[src/rtl/i2csw_consts.vh]
/*
  Constants for the four-channel bus switch.
  Assumes a 40 MHz system clock; the bus pins are sampled, not clocked on.
*/
// Overview of operation
// - Upstream clock/data pair connects to any combination of four downstream pairs.
// - Four active-low interrupt inputs, one per downstream channel.
// - Interrupt output is the AND of the four interrupt inputs.
// - Reset pin low returns serial engine to idle, deselects all channels.
// - Power-on reset likewise idles the serial engine and deselects channels.
// - Two address pins choose one of four target addresses.
`ifndef I2CSW_CONSTS_VH
`define I2CSW_CONSTS_VH
`define I2CSW_NCH        4
`define I2CSW_ADDR_BASE  5'h1C
`define I2CSW_CTRL_RST   4'h0
`define I2CSW_POR_CYC    4'hF
`define I2CSW_BIT_LAST   3'h7
`define I2CSW_BIT_FIRST  3'h0
`define I2CSW_ECHO_CYC   3'h5
`endif

[src/rtl/i2csw_sync.v]
/*
  Three-stage input synchroniser with change qualification.
  Assumes an asynchronous input; output moves when stages two and three agree.
*/
`timescale 1ns/1ps
module i2csw_sync
(
  // clock and reset
  input  wire clk,
  input  wire rst_n,
  // pin side
  input  wire pinIn,
  // filtered level
  output reg  level
);
  reg s1;
  reg s2;
  reg s3;

  always @(posedge clk)
  begin
    if (!rst_n)
    begin
      s1    <= 1'b1;
      s2    <= 1'b1;
      s3    <= 1'b1;
      level <= 1'b1;
    end
    else
    begin
      s1 <= pinIn;
      s2 <= s1;
      s3 <= s2;
      if (s2 == s3)
        level <= s3;
    end
  end
endmodule // i2csw_sync

[src/rtl/i2csw_switch.v]
/*
  Four-channel bus switch: serial target with one control register,
  channel connect logic and interrupt combining.
  Assumes open-drain bus pins resolved outside; output enable high pulls low.
*/
`timescale 1ns/1ps
`include "i2csw_consts.vh"
module i2csw_switch
(
  // clock and reset
  input  wire                   clk,
  input  wire                   rst_n,
  // address select pins
  input  wire [1:0]             addrSel,
  // upstream bus
  input  wire                   upClkIn,
  output wire                   upClkOut,
  output wire                   upClkOe,
  input  wire                   upDataIn,
  output wire                   upDataOut,
  output wire                   upDataOe,
  // downstream buses
  input  wire [`I2CSW_NCH-1:0]  downstream_clock_line_in,
  output wire [`I2CSW_NCH-1:0]  downstream_clock_line_out,
  output wire [`I2CSW_NCH-1:0]  downstream_clock_line_oe,
  input  wire [`I2CSW_NCH-1:0]  downstream_data_line_in,
  output wire [`I2CSW_NCH-1:0]  downstream_data_line_out,
  output wire [`I2CSW_NCH-1:0]  downstream_data_line_oe,
  // interrupts
  input  wire [`I2CSW_NCH-1:0]  downstream_irq_in_n,
  output wire                   irqOut_n,
  // selection status
  output reg  [`I2CSW_NCH-1:0]  chanSel
);
  localparam ST_IDLE = 5'b00001;
  localparam ST_ADDR = 5'b00010;
  localparam ST_AACK = 5'b00100;
  localparam ST_DATA = 5'b01000;
  localparam ST_DACK = 5'b10000;

  wire       sclS;
  wire       sdaS;
  wire [1:0] addrSelS;
  reg        clkUpOwn;
  reg        clkDnOwn;
  reg  [2:0] clkHold;
  reg        dataUpOwn;
  reg        dataDnOwn;
  reg  [2:0] dataHold;
  reg        addrFull;
  wire [`I2CSW_NCH-1:0] dnClkS;
  wire [`I2CSW_NCH-1:0] dnDataS;
  wire [`I2CSW_NCH-1:0] irqS;
  reg        sclD;
  reg        sdaD;
  reg  [4:0] state;
  reg  [2:0] bitCnt;
  reg  [7:0] shifter;
  reg        isRead;
  reg        ackDrive;
  reg        txDrive;
  reg  [3:0] porCnt;
  reg        porDone;

  i2csw_sync uSyncScl (.clk(clk), .rst_n(rst_n), .pinIn(upClkIn), .level(sclS));
  i2csw_sync uSyncSda (.clk(clk), .rst_n(rst_n), .pinIn(upDataIn), .level(sdaS));
  i2csw_sync uSyncA0  (.clk(clk), .rst_n(rst_n), .pinIn(addrSel[0]), .level(addrSelS[0]));
  i2csw_sync uSyncA1  (.clk(clk), .rst_n(rst_n), .pinIn(addrSel[1]), .level(addrSelS[1]));

  genvar g;
  generate
    for (g = 0; g < `I2CSW_NCH; g = g + 1)
    begin : gCh
      i2csw_sync uDc (.clk(clk), .rst_n(rst_n), .pinIn(downstream_clock_line_in[g]),
                      .level(dnClkS[g]));
      i2csw_sync uDd (.clk(clk), .rst_n(rst_n), .pinIn(downstream_data_line_in[g]),
                      .level(dnDataS[g]));
      i2csw_sync uIr (.clk(clk), .rst_n(rst_n), .pinIn(downstream_irq_in_n[g]),
                      .level(irqS[g]));
      // pass-gate model: a selected channel mirrors the upstream lows
      assign downstream_clock_line_out[g] = 1'b0;
      assign downstream_data_line_out[g]  = 1'b0;
      assign downstream_clock_line_oe[g]  = chanSel[g] & clkUpOwn;
      assign downstream_data_line_oe[g]   = chanSel[g] & dataUpOwn;
    end
  endgenerate

  assign irqOut_n = &irqS;

  wire sclRise = sclS & ~sclD;
  wire sclFall = ~sclS & sclD;
  wire startC  = sclS & sdaD & ~sdaS;
  wire stopC   = sclS & ~sdaD & sdaS;
  // downstream lows reach upstream only for selected channels
  wire dnClkLow  = |(chanSel & ~dnClkS);
  wire dnDataLow = |(chanSel & ~dnDataS);
  wire addrHit   = (shifter[7:1] == {`I2CSW_ADDR_BASE, addrSelS});

  assign upClkOut  = 1'b0;
  assign upDataOut = 1'b0;
  assign upClkOe   = clkDnOwn;
  assign upDataOe  = ackDrive | txDrive | dataDnOwn;

  // side that pulled low first owns the line; a hold-off after release hides
  // the echo still in the synchronisers, else the mirror latches itself low.
  // limitation: a target stretching while upstream owns the line is not seen
  always @(posedge clk)
  begin
    if (!rst_n || !porDone)
    begin
      clkUpOwn  <= 1'b0;
      clkDnOwn  <= 1'b0;
      clkHold   <= 3'h0;
      dataUpOwn <= 1'b0;
      dataDnOwn <= 1'b0;
      dataHold  <= 3'h0;
    end
    else
    begin
      if (clkHold != 3'h0)
        clkHold <= clkHold - 3'h1;
      if (clkUpOwn ? sclS : clkDnOwn & ~dnClkLow)
      begin
        clkUpOwn <= 1'b0;
        clkDnOwn <= 1'b0;
        clkHold  <= `I2CSW_ECHO_CYC;
      end
      else if (!clkUpOwn && !clkDnOwn && clkHold == 3'h0)
      begin
        clkUpOwn <= ~sclS;
        clkDnOwn <= sclS & dnClkLow;
      end
      if (dataHold != 3'h0)
        dataHold <= dataHold - 3'h1;
      if (dataUpOwn ? sdaS : dataDnOwn & ~dnDataLow)
      begin
        dataUpOwn <= 1'b0;
        dataDnOwn <= 1'b0;
        dataHold  <= `I2CSW_ECHO_CYC;
      end
      else if (!dataUpOwn && !dataDnOwn && dataHold == 3'h0)
      begin
        dataUpOwn <= ~sdaS;
        dataDnOwn <= sdaS & dnDataLow;
      end
    end
  end

  // internal power-on reset: held until counter expires
  always @(posedge clk)
  begin
    if (!rst_n)
    begin
      porCnt  <= `I2CSW_CTRL_RST;
      porDone <= 1'b0;
    end
    else if (!porDone)
    begin
      porCnt  <= porCnt + 4'h1;
      porDone <= (porCnt == `I2CSW_POR_CYC);
    end
  end

  always @(posedge clk)
  begin
    if (!rst_n || !porDone)
    begin
      state    <= ST_IDLE;
      chanSel  <= `I2CSW_CTRL_RST;
      sclD     <= 1'b1;
      sdaD     <= 1'b1;
      bitCnt   <= `I2CSW_BIT_FIRST;
      shifter  <= 8'h00;
      isRead   <= 1'b0;
      ackDrive <= 1'b0;
      txDrive  <= 1'b0;
      addrFull <= 1'b0;
    end
    else
    begin
      sclD <= sclS;
      sdaD <= sdaS;
      if (startC)
      begin
        state    <= ST_ADDR;
        bitCnt   <= `I2CSW_BIT_FIRST;
        ackDrive <= 1'b0;
        txDrive  <= 1'b0;
        addrFull <= 1'b0;
      end
      else if (stopC)
      begin
        state    <= ST_IDLE;
        ackDrive <= 1'b0;
        txDrive  <= 1'b0;
      end
      else
      begin
        case (state)
          ST_IDLE:
            state <= ST_IDLE;
          ST_ADDR:
            if (sclRise)
            begin
              shifter <= {shifter[6:0], sdaS};
              bitCnt  <= bitCnt + 3'h1;
              if (bitCnt == `I2CSW_BIT_LAST)
                addrFull <= 1'b1;
            end
            // the fall right after start carries no address yet
            else if (sclFall && addrFull)
            begin
              addrFull <= 1'b0;
              if (addrHit)
              begin
                isRead   <= shifter[0];
                ackDrive <= 1'b1;
                state    <= ST_AACK;
              end
              else
                state <= ST_IDLE;
            end
          ST_AACK:
            if (sclFall)
            begin
              ackDrive <= 1'b0;
              state    <= ST_DATA;
              if (isRead)
              begin
                shifter <= {4'h0, chanSel};
                // upper nibble reads as zero: first bit drives low
                txDrive <= 1'b1;
              end
            end
          ST_DATA:
            if (isRead)
            begin
              if (sclFall)
              begin
                // next bit goes out with the shift, well before the rise
                shifter <= {shifter[6:0], 1'b0};
                txDrive <= ~shifter[6];
                bitCnt  <= bitCnt + 3'h1;
                if (bitCnt == `I2CSW_BIT_LAST)
                begin
                  txDrive <= 1'b0;
                  state   <= ST_DACK;
                end
              end
            end
            else if (sclRise)
            begin
              shifter <= {shifter[6:0], sdaS};
              bitCnt  <= bitCnt + 3'h1;
            end
            else if (sclFall && bitCnt == `I2CSW_BIT_FIRST)
            begin
              chanSel  <= shifter[`I2CSW_NCH-1:0];
              ackDrive <= 1'b1;
              state    <= ST_DACK;
            end
          ST_DACK:
            if (isRead)
            begin
              if (sclRise)
                state <= sdaS ? ST_IDLE : ST_AACK;
            end
            else if (sclFall)
            begin
              ackDrive <= 1'b0;
              state    <= ST_DATA;
            end
          default:
            state <= ST_IDLE;
        endcase
      end
    end
  end
endmodule // i2csw_switch

[config.mk]
export PLATFORM = sky130hd
export DESIGN_NAME = i2csw_switch
export DESIGN_NICKNAME = d
export VERILOG_FILES = /design/src/rtl/i2csw_sync.v /design/src/rtl/i2csw_switch.v
export VERILOG_INCLUDE_DIRS = /design/src /design/src/rtl
export SDC_FILE = /design/constraint.sdc
export NUM_CORES = 1
export LEC_CHECK = 0
export BUFFER_PORTS_ARGS = -buffer_cell sky130_fd_sc_hd__buf_2
export CAP_MARGIN = 20
export CORE_MARGIN = 5
export CORE_UTILIZATION = 45
export CTS_BUF_LIST = sky130_fd_sc_hd__clkbuf_16
export DETAILED_ROUTE_END_ITERATION = 10
export SLEW_MARGIN = 20
export SYNTH_ARGS = -nofsm -noshare
export SYNTH_HDL_FRONTEND = slang
export SYNTH_SLANG_ARGS = --single-unit
[constraint.sdc]
create_clock -name clk -period 5.1 [get_ports clk]
set_input_delay 1.02 -clock clk [delete_from_list [all_inputs] [get_ports clk]]
set_output_delay 1.02 -clock clk [all_outputs]
set_load 0.005 [all_outputs]
==> summary.md, run 1 <==
Outcome
• run status: finished clean

Floorplanning
• area of the die: 11600 sq um
• Floorplan Core Area: 9240 sq um
• number of placed I/O pins: 43
• starting density of the core: 46.3%
• die width: 108 microns
• die outline height: 108 microns
• standard-cell row count: 35

Final layout
• number of nets at the end of the flow: 505
• Antenna Cells: 0
• register with the highest flop count: shifter
• biggest regs: shifter x8, state x5
• Area growth, synth to finish: 10.8%
• non-filler instance count after layout: 612
• number of flip-flops in the largest register: 8
• Design Area, Final: 4740 sq um
• proportion of layout cells with a drive suffix above 1: 12.2%
• Filler Cells Inserted: 830

Timing
• number of pins with negative max-slew slack in the final report: 0
• Slew @ Worst Pin: 0.652 ns
• skew final: 0.00563 ns
• final critical-path required period: 2.18 ns
• Worst Slack Setup Final: 2.92 ns
• Final Hold Fails: 0
• worst slew slack as a fraction of its limit: 56.4%
• peak clock frequency supported by timing: 459 MHz
• RSZ-0062 raised after global routing: no
• Tcrit/Tclk final: 42.7%
• setup TNS after final layout: 0 ns
• endpoints failing setup: 0

GRT
• total global routing overflow: 0
• antenna violations before repair: 0
• via count of the first global-routing pass: 2875
• All-Layer GR Usage: 14.8%
• pin count of the biggest net entering global routing: 70
• global-route wire length before repair: 13700 microns

Clock tree
• count of cells resized by post-cts repair: 0
• number of hold-repair buffers added at the cts stage: 0
• cell at the root of the clock tree: sky130_fd_sc_hd__clkbuf_16
• Clock Sink Count: 105
• Clock transition at path regs: 0.07 ns
• buffers inserted during post-CTS setup optimization: 0
• worst-skew pair later-pin latency: 0.34 ns
• clock tree from TritonCTS: done
• cts bufs inserted: 9
• H-tree levels: 3
• Bufs on Longest Clock Path: 2

Min path
• HP Class: reg -> reg
• worst-case hold path end point: gCh[3].uDc.s2
• hold path cells: 1
• worst min-delay path startpoint: gCh[3].uDc.s1

Yosys
• fraction of post-synthesis cell area in the top cell type by area: 49.1%
• post-synthesis instance area: 4280 sq um
• most numerous cell types in the synthesized netlist: 105 x sky130_fd_sc_hd__dfxtp_1, 57 x sky130_fd_sc_hd__nand2b_1, 47 x sky130_fd_sc_hd__nor2_1
• post-synthesis cell count: 454
• most instantiated library cell after synthesis: sky130_fd_sc_hd__dfxtp_1
• syn_area_per_cell: 9.43 sq um
• unique cell type count in the Yosys netlist: 55
• share of flip-flops with an asynchronous set or reset after synthesis: 0%
• biggest area contributors in the synthesized netlist: sky130_fd_sc_hd__dfxtp_1 49%, sky130_fd_sc_hd__nand2b_1 8.3%, sky130_fd_sc_hd__nor2_1 4.1%
• Top FF cell, synth: sky130_fd_sc_hd__dfxtp_1
• Yosys warnings: 0
• dominant cell type by area after synthesis: sky130_fd_sc_hd__dfxtp_1
• number of synthesized register bits: 105
• sequential cell area fraction in the yosys report: 49.1%
• number of enable flip-flop cells after synthesis: 0

Setup path
• arrival time at the worst endpoint: 1.16 ns
• Max stage delay cell, worst path: sky130_fd_sc_hd__or3_1
• required time of the critical path: 4.08 ns
• cell-by-cell listing of the critical path: or3_1 > buf_2
• worst reg-to-reg path cell count: 5
• worst setup path class: reg -> out
• startpoint type of the worst setup path: flop
• largest fanout on the critical path: 3
• cell family with most CP delay: simple AND/OR/NAND/NOR gates
• critical register-to-register path startpoint: state[1]
• endpoint class of the critical path: output port
• number of buffer and inverter stages on the critical path: 1
• destination of the worst register-to-register timing path: chanSel[3]
• maximum single-stage delay on the critical path: 0.35 ns
• FF-to-FF setup slack: 3.16 ns
• launch point of the worst path: ackDrive

Placement
• minimum setup slack after placement: 2.68 ns
• placer congestion estimate: 0.885
• DPL Wire Length: 5600 microns
• Cells after DPL: 597
• number of buffers added on ports: 32
• cell area after placement: 4470 sq um

Pwr
• leakage power: 1.85 nW
• power density relative to cell area: 317 nW/um^2
• Total Power: 0.00150 W
• worst supply voltage drop on vdd: 0.000236 V

Route
• DRC violation count after routing: 0
• average detailed-routed wire length per instance: 13.1 microns
• DRT Pass-1 Iters: 4
• drt initial violations: 134
• post-detailed-routing wire length: 8000 microns
• Via Count: 3030
• Routed Antenna Nets: 0
• drt via density: 4.95

Run
• maxcap violations: 0

## worst reg2reg max path, cell delays in order (launching register included)
cell,delay [ns]
sky130_fd_sc_hd__dfxtp_1,0.46
sky130_fd_sc_hd__nor3_2,0.33
sky130_fd_sc_hd__nand3b_1,0.19
sky130_fd_sc_hd__or3_1,0.56
sky130_fd_sc_hd__mux2i_1,0.19
sky130_fd_sc_hd__nor2_1,0.06
## per-stage QoR
| step | util [%] | hold WS, ns |
|---|---|---|
| floorplan | - | 0.386 |
| global placement | 48.4 | 0.390 |
| detailed placement | 48.4 | 0.391 |
| CTS | 51.3 | 0.406 |
| global route | 51.3 | 0.418 |
| finish | 51.3 | 0.405 |
## layout make-up
type                       instances  area, sq um  area share (%)
tap                              129          161            3.40
clock buffer                       9          225            4.75
sequential                       105         2100            44.3
inverter                          12         45.0           0.950
clock inverter                     6         43.8           0.923
timing repair buffer              33          168            3.54
multi-input combinational        318         2000            42.1
## cell families after synthesis
logic type | count (synthesis) | synth area share [%]
and+or+nand+nor | 187 | 24.3
xor gates and xnor gates | 12 | 2.63
muxes | 11 | 2.63
DFF | 105 | 49.1
buffers and inverters | 40 | 5.00
adders and majority gates | 9 | 2.57
AOI/OAI and AO/OA | 89 | 13.7
other | 1 | 0.0876
## report_power, final
part	leakage, nW	switching (W)	internal [W]
combinational	0.855	0.0000154	0.0000169
clock	0.137	0.000294	0.000331
sequential	0.857	0.00000756	0.000837
## per-layer routing
metal	up-vias	wire (microns)	track usage [%]
met5	-	0	0
met3	17	353	4.02
li1	1571	-	-
met4	0	224	6.40
met1	1377	3810	19.6
met2	65	3610	22.6
## how the worst max path moves through the flow
stage | end | cells after the start
after floorplan | shifter[1] | 5
after global placement | shifter[3] | 5
after detailed placement | shifter[3] | 5
after CTS | upDataOe | 2
after global routing | upDataOe | 2
final | upDataOe | 2
## placed cells by master (no fill, tap or decap), types with 2 or more instances in the layout
master	synthesis	routed
sky130_fd_sc_hd__o21ai_1	3	3
sky130_fd_sc_hd__conb_1	1	10
sky130_fd_sc_hd__a221o_1	3	3
sky130_fd_sc_hd__and3b_1	2	2
sky130_fd_sc_hd__xnor2_1	6	6
sky130_fd_sc_hd__and2_1	17	17
sky130_fd_sc_hd__nor2_1	47	47
sky130_fd_sc_hd__or4_1	3	3
sky130_fd_sc_hd__ha_1	8	8
sky130_fd_sc_hd__nor3_1	8	8
sky130_fd_sc_hd__a211oi_1	3	3
sky130_fd_sc_hd__a2111oi_0	2	2
sky130_fd_sc_hd__o21a_1	5	5
sky130_fd_sc_hd__a31oi_1	3	3
sky130_fd_sc_hd__mux2i_1	9	9
sky130_fd_sc_hd__dfxtp_1	105	105
sky130_fd_sc_hd__nand3b_1	3	3
sky130_fd_sc_hd__o211a_1	2	2
sky130_fd_sc_hd__a22o_1	6	6
sky130_fd_sc_hd__o21ai_2	2	2
sky130_fd_sc_hd__inv_1	12	13
sky130_fd_sc_hd__clkbuf_16	0	9
sky130_fd_sc_hd__or3_1	3	3
sky130_fd_sc_hd__xor2_1	5	5
sky130_fd_sc_hd__nand4_1	3	3
sky130_fd_sc_hd__a2111oi_1	2	2
sky130_fd_sc_hd__nand2b_1	57	57
sky130_fd_sc_hd__o21ai_0	23	23
sky130_fd_sc_hd__nand3_1	8	8
sky130_fd_sc_hd__a21oi_1	28	28
sky130_fd_sc_hd__nand2_1	15	15
sky130_fd_sc_hd__mux2_2	2	2
sky130_fd_sc_hd__buf_2	6	32
sky130_fd_sc_hd__nor2b_1	11	11
sky130_fd_sc_hd__clkinv_4	0	2
sky130_fd_sc_hd__inv_6	0	2
No activity file was read; power rests on OpenSTA's default activity.
==> run 2: changes to the inputs <==
- PLACE_DENSITY: unset -> 0.66
- clock period: 5.1 -> 1.8 ns (I/O delays scaled with it)
==> summary.md, run 2 (synthesized netlist as in run 1, its figures left out) <==
Setup path
• FF-to-FF setup slack: 0.10 ns, was 3.16 ns
• arrival time at the worst endpoint: 1.93 ns, was 1.16 ns
• worst setup path class: reg -> reg, was reg -> out
• worst reg-to-reg path cell count: 5, unchanged
• endpoint class of the critical path: flop, was output port
• destination of the worst register-to-register timing path: shifter[2], was chanSel[3]
• required time of the critical path: 2.03 ns, was 4.08 ns
• largest fanout on the critical path: 15, was 3
• critical register-to-register path startpoint: state[3], was state[1]
• startpoint type of the worst setup path: flop, unchanged

Min path
• worst-case hold path end point: gCh[3].uIr.s1, was gCh[3].uDc.s2
• hold path cells: 2, was 1
• HP Class: in -> reg, was reg -> reg
• worst min-delay path startpoint: downstream_irq_in_n[3], was gCh[3].uDc.s1

Placement
• minimum setup slack after placement: -0.0226 ns, was 2.68 ns
• DPL Wire Length: 5900 microns, was 5600 microns
• number of buffers added on ports: 32, unchanged
• placer congestion estimate: 0.865, was 0.885

GRT
• antenna violations before repair: 0, unchanged
• pin count of the biggest net entering global routing: 67, was 70
• total global routing overflow: 0, unchanged
• via count of the first global-routing pass: 2931, was 2875
• All-Layer GR Usage: 14.9%, was 14.8%
• global-route wire length before repair: 13900 microns, was 13700 microns

Route
• drt via density: 4.92, was 4.95
• drt initial violations: 100, was 134
• average detailed-routed wire length per instance: 13.1 microns, about the same
• Routed Antenna Nets: 0, unchanged
• DRC violation count after routing: 0, unchanged
• Via Count: 3084, was 3030
• post-detailed-routing wire length: 8190 microns, was 8000 microns
• DRT Pass-1 Iters: 4, unchanged

Pwr
• power density relative to cell area: 905 nW/um^2, was 317 nW/um^2
• leakage power: 1.93 nW, was 1.85 nW
• worst supply voltage drop on vdd: 0.000468 V, was 0.000236 V

Clock tree
• cell at the root of the clock tree: sky130_fd_sc_hd__clkbuf_16, unchanged
• Clock transition at path regs: 0.08 ns, was 0.07 ns
• clock tree from TritonCTS: done, unchanged
• number of hold-repair buffers added at the cts stage: 0, unchanged
• H-tree levels: 3, unchanged
• Clock Sink Count: 105, unchanged
• Bufs on Longest Clock Path: 2, unchanged
• worst-skew pair later-pin latency: 0.35 ns, was 0.34 ns
• cts bufs inserted: 9, unchanged

Final layout
• highest-count cells in the layout ignoring fill and taps: 100 x sky130_fd_sc_hd__dfxtp_1, 56 x sky130_fd_sc_hd__nand2b_1, 47 x sky130_fd_sc_hd__nor2_1, 32 x sky130_fd_sc_hd__buf_2, 28 x sky130_fd_sc_hd__a21oi_1, was 105 x sky130_fd_sc_hd__dfxtp_1, 57 x sky130_fd_sc_hd__nand2b_1, 47 x sky130_fd_sc_hd__nor2_1, 32 x sky130_fd_sc_hd__buf_2, 28 x sky130_fd_sc_hd__a21oi_1
• most common cell after layout, fill and taps aside: sky130_fd_sc_hd__dfxtp_1, unchanged
• register with the highest flop count: shifter, unchanged
• Area growth, synth to finish: 15.1%, was 10.8%
• proportion of layout cells with a drive suffix above 1: 16.7%, was 12.2%
• Antenna Cells: 0, unchanged
• FF+latch area: 2110 sq um, was 2100 sq um
• biggest regs: shifter x8, state x5, unchanged
• area taken by multi-input logic gates: 2020 sq um, was 2000 sq um
• number of nets at the end of the flow: 519, was 505
• number of flip-flops in the largest register: 8, unchanged
• Filler Cells Inserted: 834, was 830

Timing
• endpoints failing setup: 0, unchanged
• peak clock frequency supported by timing: 590 MHz
• RSZ-0062 raised after global routing: no, unchanged
• skew final: 0.0110 ns, was 0.00563 ns
• Slew @ Worst Pin: 0.583 ns, was 0.652 ns
• Worst Slack Setup Final: 0.105 ns, was 2.92 ns
• number of pins with negative max-slew slack in the final report: 0, unchanged
• worst slew slack as a fraction of its limit: 61.2%, was 56.4%
• Tcrit/Tclk final: 94.2%
• Hold Slack: 0.184 ns, was 0.405 ns
• Final Hold Fails: 0, unchanged
• final critical-path required period: 1.70 ns

Floorplanning
• standard-cell row count: 35, unchanged
• starting density of the core: 46.3%, unchanged
• die width: 108 microns, unchanged
• number of placed I/O pins: 43, unchanged
• die outline height: 108 microns, unchanged
• area of the die: 11600 sq um, unchanged
• Floorplan Core Area: 9240 sq um, unchanged

Run
• maxcap violations: 0, unchanged

Outcome
• run status: finished clean, unchanged

[run 2: worst max-delay path by stage]
stage,from,end,depth (start not counted),slack (ns)
floorplan,bitCnt[0],chanSel[0],7,0.21
global placement,state[3],shifter[3],5,0.06
detailed placement,state[3],shifter[1],5,-0.02
CTS,state[2],shifter[2],6,0.002
global route,state[2],shifter[2],6,0.01
finish,state[3],shifter[2],5,0.10
[run 2: final cells by class]
cell class	instances	area share, %
clock buffer	9	4.57
tap	129	3.28
multi-input combinational	318	41.0
timing repair buffer	47	5.54
sequential	105	42.8
inverter	12	0.914
clock inverter	7	1.83
[run 2: worst max-delay path, cell delays in order, from the launching register on]
cell                        delay, ns
sky130_fd_sc_hd__dfxtp_2         0.41
sky130_fd_sc_hd__nand2b_1        0.17
sky130_fd_sc_hd__o21ai_1         0.17
sky130_fd_sc_hd__o2111ai_2       0.22
sky130_fd_sc_hd__o21a_2          0.32
sky130_fd_sc_hd__a221o_1         0.30
[run 2: routing by layer]
metal / GRT usage, % / vias up / wire length [microns]
met4: 5.95 / 0 / 180
met1: 19.2 / 1409 / 3910
met3: 3.48 / 15 / 328
li1: - / 1603 / -
met2: 24.0 / 57 / 3770
met5: 0 / - / 0
[run 2: what timing repair did]
| action | in CTS | in global routing |
|---|---|---|
| setup buffers | 2 | 0 |
| gates resized for setup | 2 | 8 |
| hold endpoints to repair | 0 | 0 |
| endpoints found under the setup margin | 8 | 16 |
| pin swaps | 1 | 0 |
[run 2: per-stage QoR]
step | power, W | area, sq um | instances | TNS (ns) | utilization, %
global placement | 0.00254 | 4560 | 609 | 0 | 49.4
detailed placement | 0.00254 | 4560 | 609 | -0.0672 | 49.4
global route | 0.00462 | 4930 | 627 | 0 | 53.3
finish | 0.00446 | 4930 | 627 | 0 | 53.3
CTS | 0.00453 | 4900 | 627 | 0 | 53.0
floorplan | 0.00252 | 4310 | 463 | 0 | -
[run 2: power by group]
part	total, W	switching (W)	internal (W)	leakage, nW
clock	0.00198	0.000975	0.00100	0.148
combinational	0.0000917	0.0000435	0.0000482	0.923
sequential	0.00239	0.0000214	0.00237	0.859
==> run 3: changes to the inputs <==
- CORE_UTILIZATION: 45 -> 52
- PLACE_DENSITY: 0.66 -> 0.74
==> summary.md, run 3 (synthesized netlist as in run 1, its figures left out) <==
Final layout
• register with the highest flop count: shifter, unchanged
• Antenna Cells: 0, unchanged
• highest-count cells in the layout ignoring fill and taps: 100 x sky130_fd_sc_hd__dfxtp_1, 57 x sky130_fd_sc_hd__nand2b_1, 47 x sky130_fd_sc_hd__nor2_1, 32 x sky130_fd_sc_hd__buf_2, 28 x sky130_fd_sc_hd__a21oi_1, was 100 x sky130_fd_sc_hd__dfxtp_1, 56 x sky130_fd_sc_hd__nand2b_1, 47 x sky130_fd_sc_hd__nor2_1, 32 x sky130_fd_sc_hd__buf_2, 28 x sky130_fd_sc_hd__a21oi_1
• number of flip-flops in the largest register: 8, unchanged
• proportion of layout cells with a drive suffix above 1: 15.9%, was 16.7%
• non-filler instance count after layout: 601, was 627
• biggest regs: shifter x8, state x5, unchanged
• Area growth, synth to finish: 13.2%, was 15.1%
• number of nets at the end of the flow: 517, was 519
• most common cell after layout, fill and taps aside: sky130_fd_sc_hd__dfxtp_1, unchanged

Setup path
• destination of the worst register-to-register timing path: shifter[3], was shifter[2]
• worst reg-to-reg path cell count: 6, was 5
• maximum single-stage delay on the critical path: 0.52 ns, was 0.41 ns
• most used cell along the critical path: sky130_fd_sc_hd__o21ai_2
• startpoint type of the worst setup path: flop, unchanged
• endpoint class of the critical path: flop, unchanged
• critical register-to-register path startpoint: state[3], unchanged
• worst setup path class: reg -> reg, unchanged
• FF-to-FF setup slack: 0.05 ns, was 0.10 ns
• largest fanout on the critical path: 15, unchanged
• Max stage delay cell, worst path: sky130_fd_sc_hd__dfxtp_2, unchanged
• required time of the critical path: 2.03 ns, about the same
• worst setup path endpoint: shifter[3], was shifter[2]
• cell-by-cell listing of the critical path: and3b_1 > o21ai_2 > o21ai_2 > nor4_4 > buf_4 > a221o_1, was nand2b_1 > o21ai_1 > o2111ai_2 > o21a_2 > a221o_1
• launch point of the worst path: state[3], unchanged
• arrival time at the worst endpoint: 1.98 ns, was 1.93 ns

GRT
• total global routing overflow: 0, unchanged
• via count of the first global-routing pass: 2990, was 2931
• All-Layer GR Usage: 17.6%, was 14.9%
• global-route wire length before repair: 14200 microns, was 13900 microns
• pin count of the biggest net entering global routing: 61, was 67
• antenna violations before repair: 0, unchanged

Clock tree
• clock tree from TritonCTS: done, unchanged
• H-tree levels: 3, unchanged
• Clock transition at path regs: 0.07 ns, was 0.08 ns
• cell at the root of the clock tree: sky130_fd_sc_hd__clkbuf_16, unchanged
• worst-skew pair later-pin latency: 0.34 ns, was 0.35 ns
• Bufs on Longest Clock Path: 2, unchanged
• Clock Sink Count: 105, unchanged
• cts bufs inserted: 9, unchanged

Placement
• DPL Wire Length: 6190 microns, was 5900 microns
• Cells after DPL: 584, was 609
• number of buffers added on ports: 32, unchanged
• placer congestion estimate: 0.923, was 0.865
• minimum setup slack after placement: -0.0242 ns, was -0.0226 ns

Floorplanning
• standard-cell row count: 33, was 35
• starting density of the core: 52.6%, was 46.3%
• die width: 101 microns, was 108 microns
• die outline height: 101 microns, was 108 microns
• number of placed I/O pins: 43, unchanged
• area of the die: 10100 sq um, was 11600 sq um
• Floorplan Core Area: 8130 sq um, was 9240 sq um

Route
• Routed Antenna Nets: 0, unchanged
• drt initial violations: 172, was 100
• post-detailed-routing wire length: 8520 microns, was 8190 microns
• Via Count: 3180, was 3084
• drt via density: 5.29, was 4.92
• DRT Pass-1 Iters: 4, unchanged
• DRC violation count after routing: 0, unchanged
• average detailed-routed wire length per instance: 14.2 microns, was 13.1 microns

Pwr
• worst supply voltage drop on vdd: 0.000585 V, was 0.000468 V
• Total Power: 0.00438 W, was 0.00446 W
• power density relative to cell area: 903 nW/um^2, was 905 nW/um^2
• leakage power: 1.91 nW, was 1.93 nW

Min path
• worst min-delay path startpoint: downstream_irq_in_n[0], was downstream_irq_in_n[3]
• HP Class: in -> reg, unchanged

Timing
• Worst Slack Setup Final: 0.0486 ns, was 0.105 ns
• worst slew slack as a fraction of its limit: 64.8%, was 61.2%
• final critical-path required period: 1.75 ns, was 1.70 ns
• Slew @ Worst Pin: 0.527 ns, was 0.583 ns
• endpoints failing setup: 0, unchanged
• number of pins with negative max-slew slack in the final report: 0, unchanged
• setup TNS after final layout: 0 ns, unchanged
• peak clock frequency supported by timing: 571 MHz, was 590 MHz
• Tcrit/Tclk final: 97.3%, was 94.2%
• skew final: 0.00867 ns, was 0.0110 ns
• Final Hold Fails: 0, unchanged
• RSZ-0062 raised after global routing: yes, was no

Run
• maxcap violations: 0, unchanged

Outcome
• run status: finished clean, unchanged

-- run 3: changes by cell type in the layout (fill, tap and decap cells not counted), moves of 2 or more --
cell / previous run / this run
sky130_fd_sc_hd__inv_8: 0 / 2
sky130_fd_sc_hd__clkinv_4: 0 / 2
sky130_fd_sc_hd__clkinv_8: 3 / 1
sky130_fd_sc_hd__inv_6: 2 / 0
sky130_fd_sc_hd__buf_4: 15 / 13
-- run 3: worst max-delay path, delay by kind of cell (launching register included) --
family	cells	cell delay, ns
AOI/OAI and AO/OA	3	0.64
DFF	1	0.52
and+or+nand+nor	2	0.30
buffers and inverters	1	0.17
-- run 3: layout make-up --
type	instances	area, sq um
Tap cell	105	131
Multi-Input combinational cell	318	2000
Clock inverter	7	71.3
Clock buffer	9	225
Fill cell	700	3290
Inverter	12	45.0
Sequential cell	105	2110
Timing Repair Buffer	45	258
-- run 3: worst min-delay path by stage --
stage / end / slack, ns / cells past startpoint
after floorplan: gCh[0].uDc.s2 / 0.39 / 1
after global placement: gCh[0].uIr.s2 / 0.39 / 1
after detailed placement: uSyncA1.s2 / 0.39 / 1
after CTS: uSyncA0.s1 / 0.18 / 2
after global routing: gCh[0].uDd.s1 / 0.19 / 2
final: gCh[0].uIr.s1 / 0.19 / 2
-- run 3: power by group --
| part | internal, W | switching [W] |
|---|---|---|
| combinational | 0.0000495 | 0.0000449 |
| clock | 0.000974 | 0.000916 |
| sequential | 0.00237 | 0.0000218 |
-- run 3: repair_timing --
item,in CTS,in global routing
setup endpoints to repair,8,11
pin swaps,1,0
gates resized for setup,4,3
hold buffers,0,0
buffers inserted,1,0
hold endpoints to repair,0,0
-- run 3: metal layers --
| layer | GRT usage, % | part of all wire [%] | vias to the layer above |
|---|---|---|---|
| li1 | - | - | 1592 |
| met1 | 23.1 | 48 | 1496 |
| met2 | 28.4 | 45 | 74 |
| met3 | 2.77 | 4.4 | 18 |
| met4 | 8.19 | 2.8 | 0 |
| met5 | 0 | 0 | - |
-- run 3: stage by stage --
step           hold slack, ns  instance area (sq um)  util [%]
2_1_floorplan           0.386                   4310         -
3_3_place_gp            0.387                   4530      55.6
3_5_place_dp            0.392                   4530      55.6
4_1_cts                 0.181                   4830      59.4
5_1_grt                 0.195                   4840      59.5
6_report                0.190                   4840      59.5
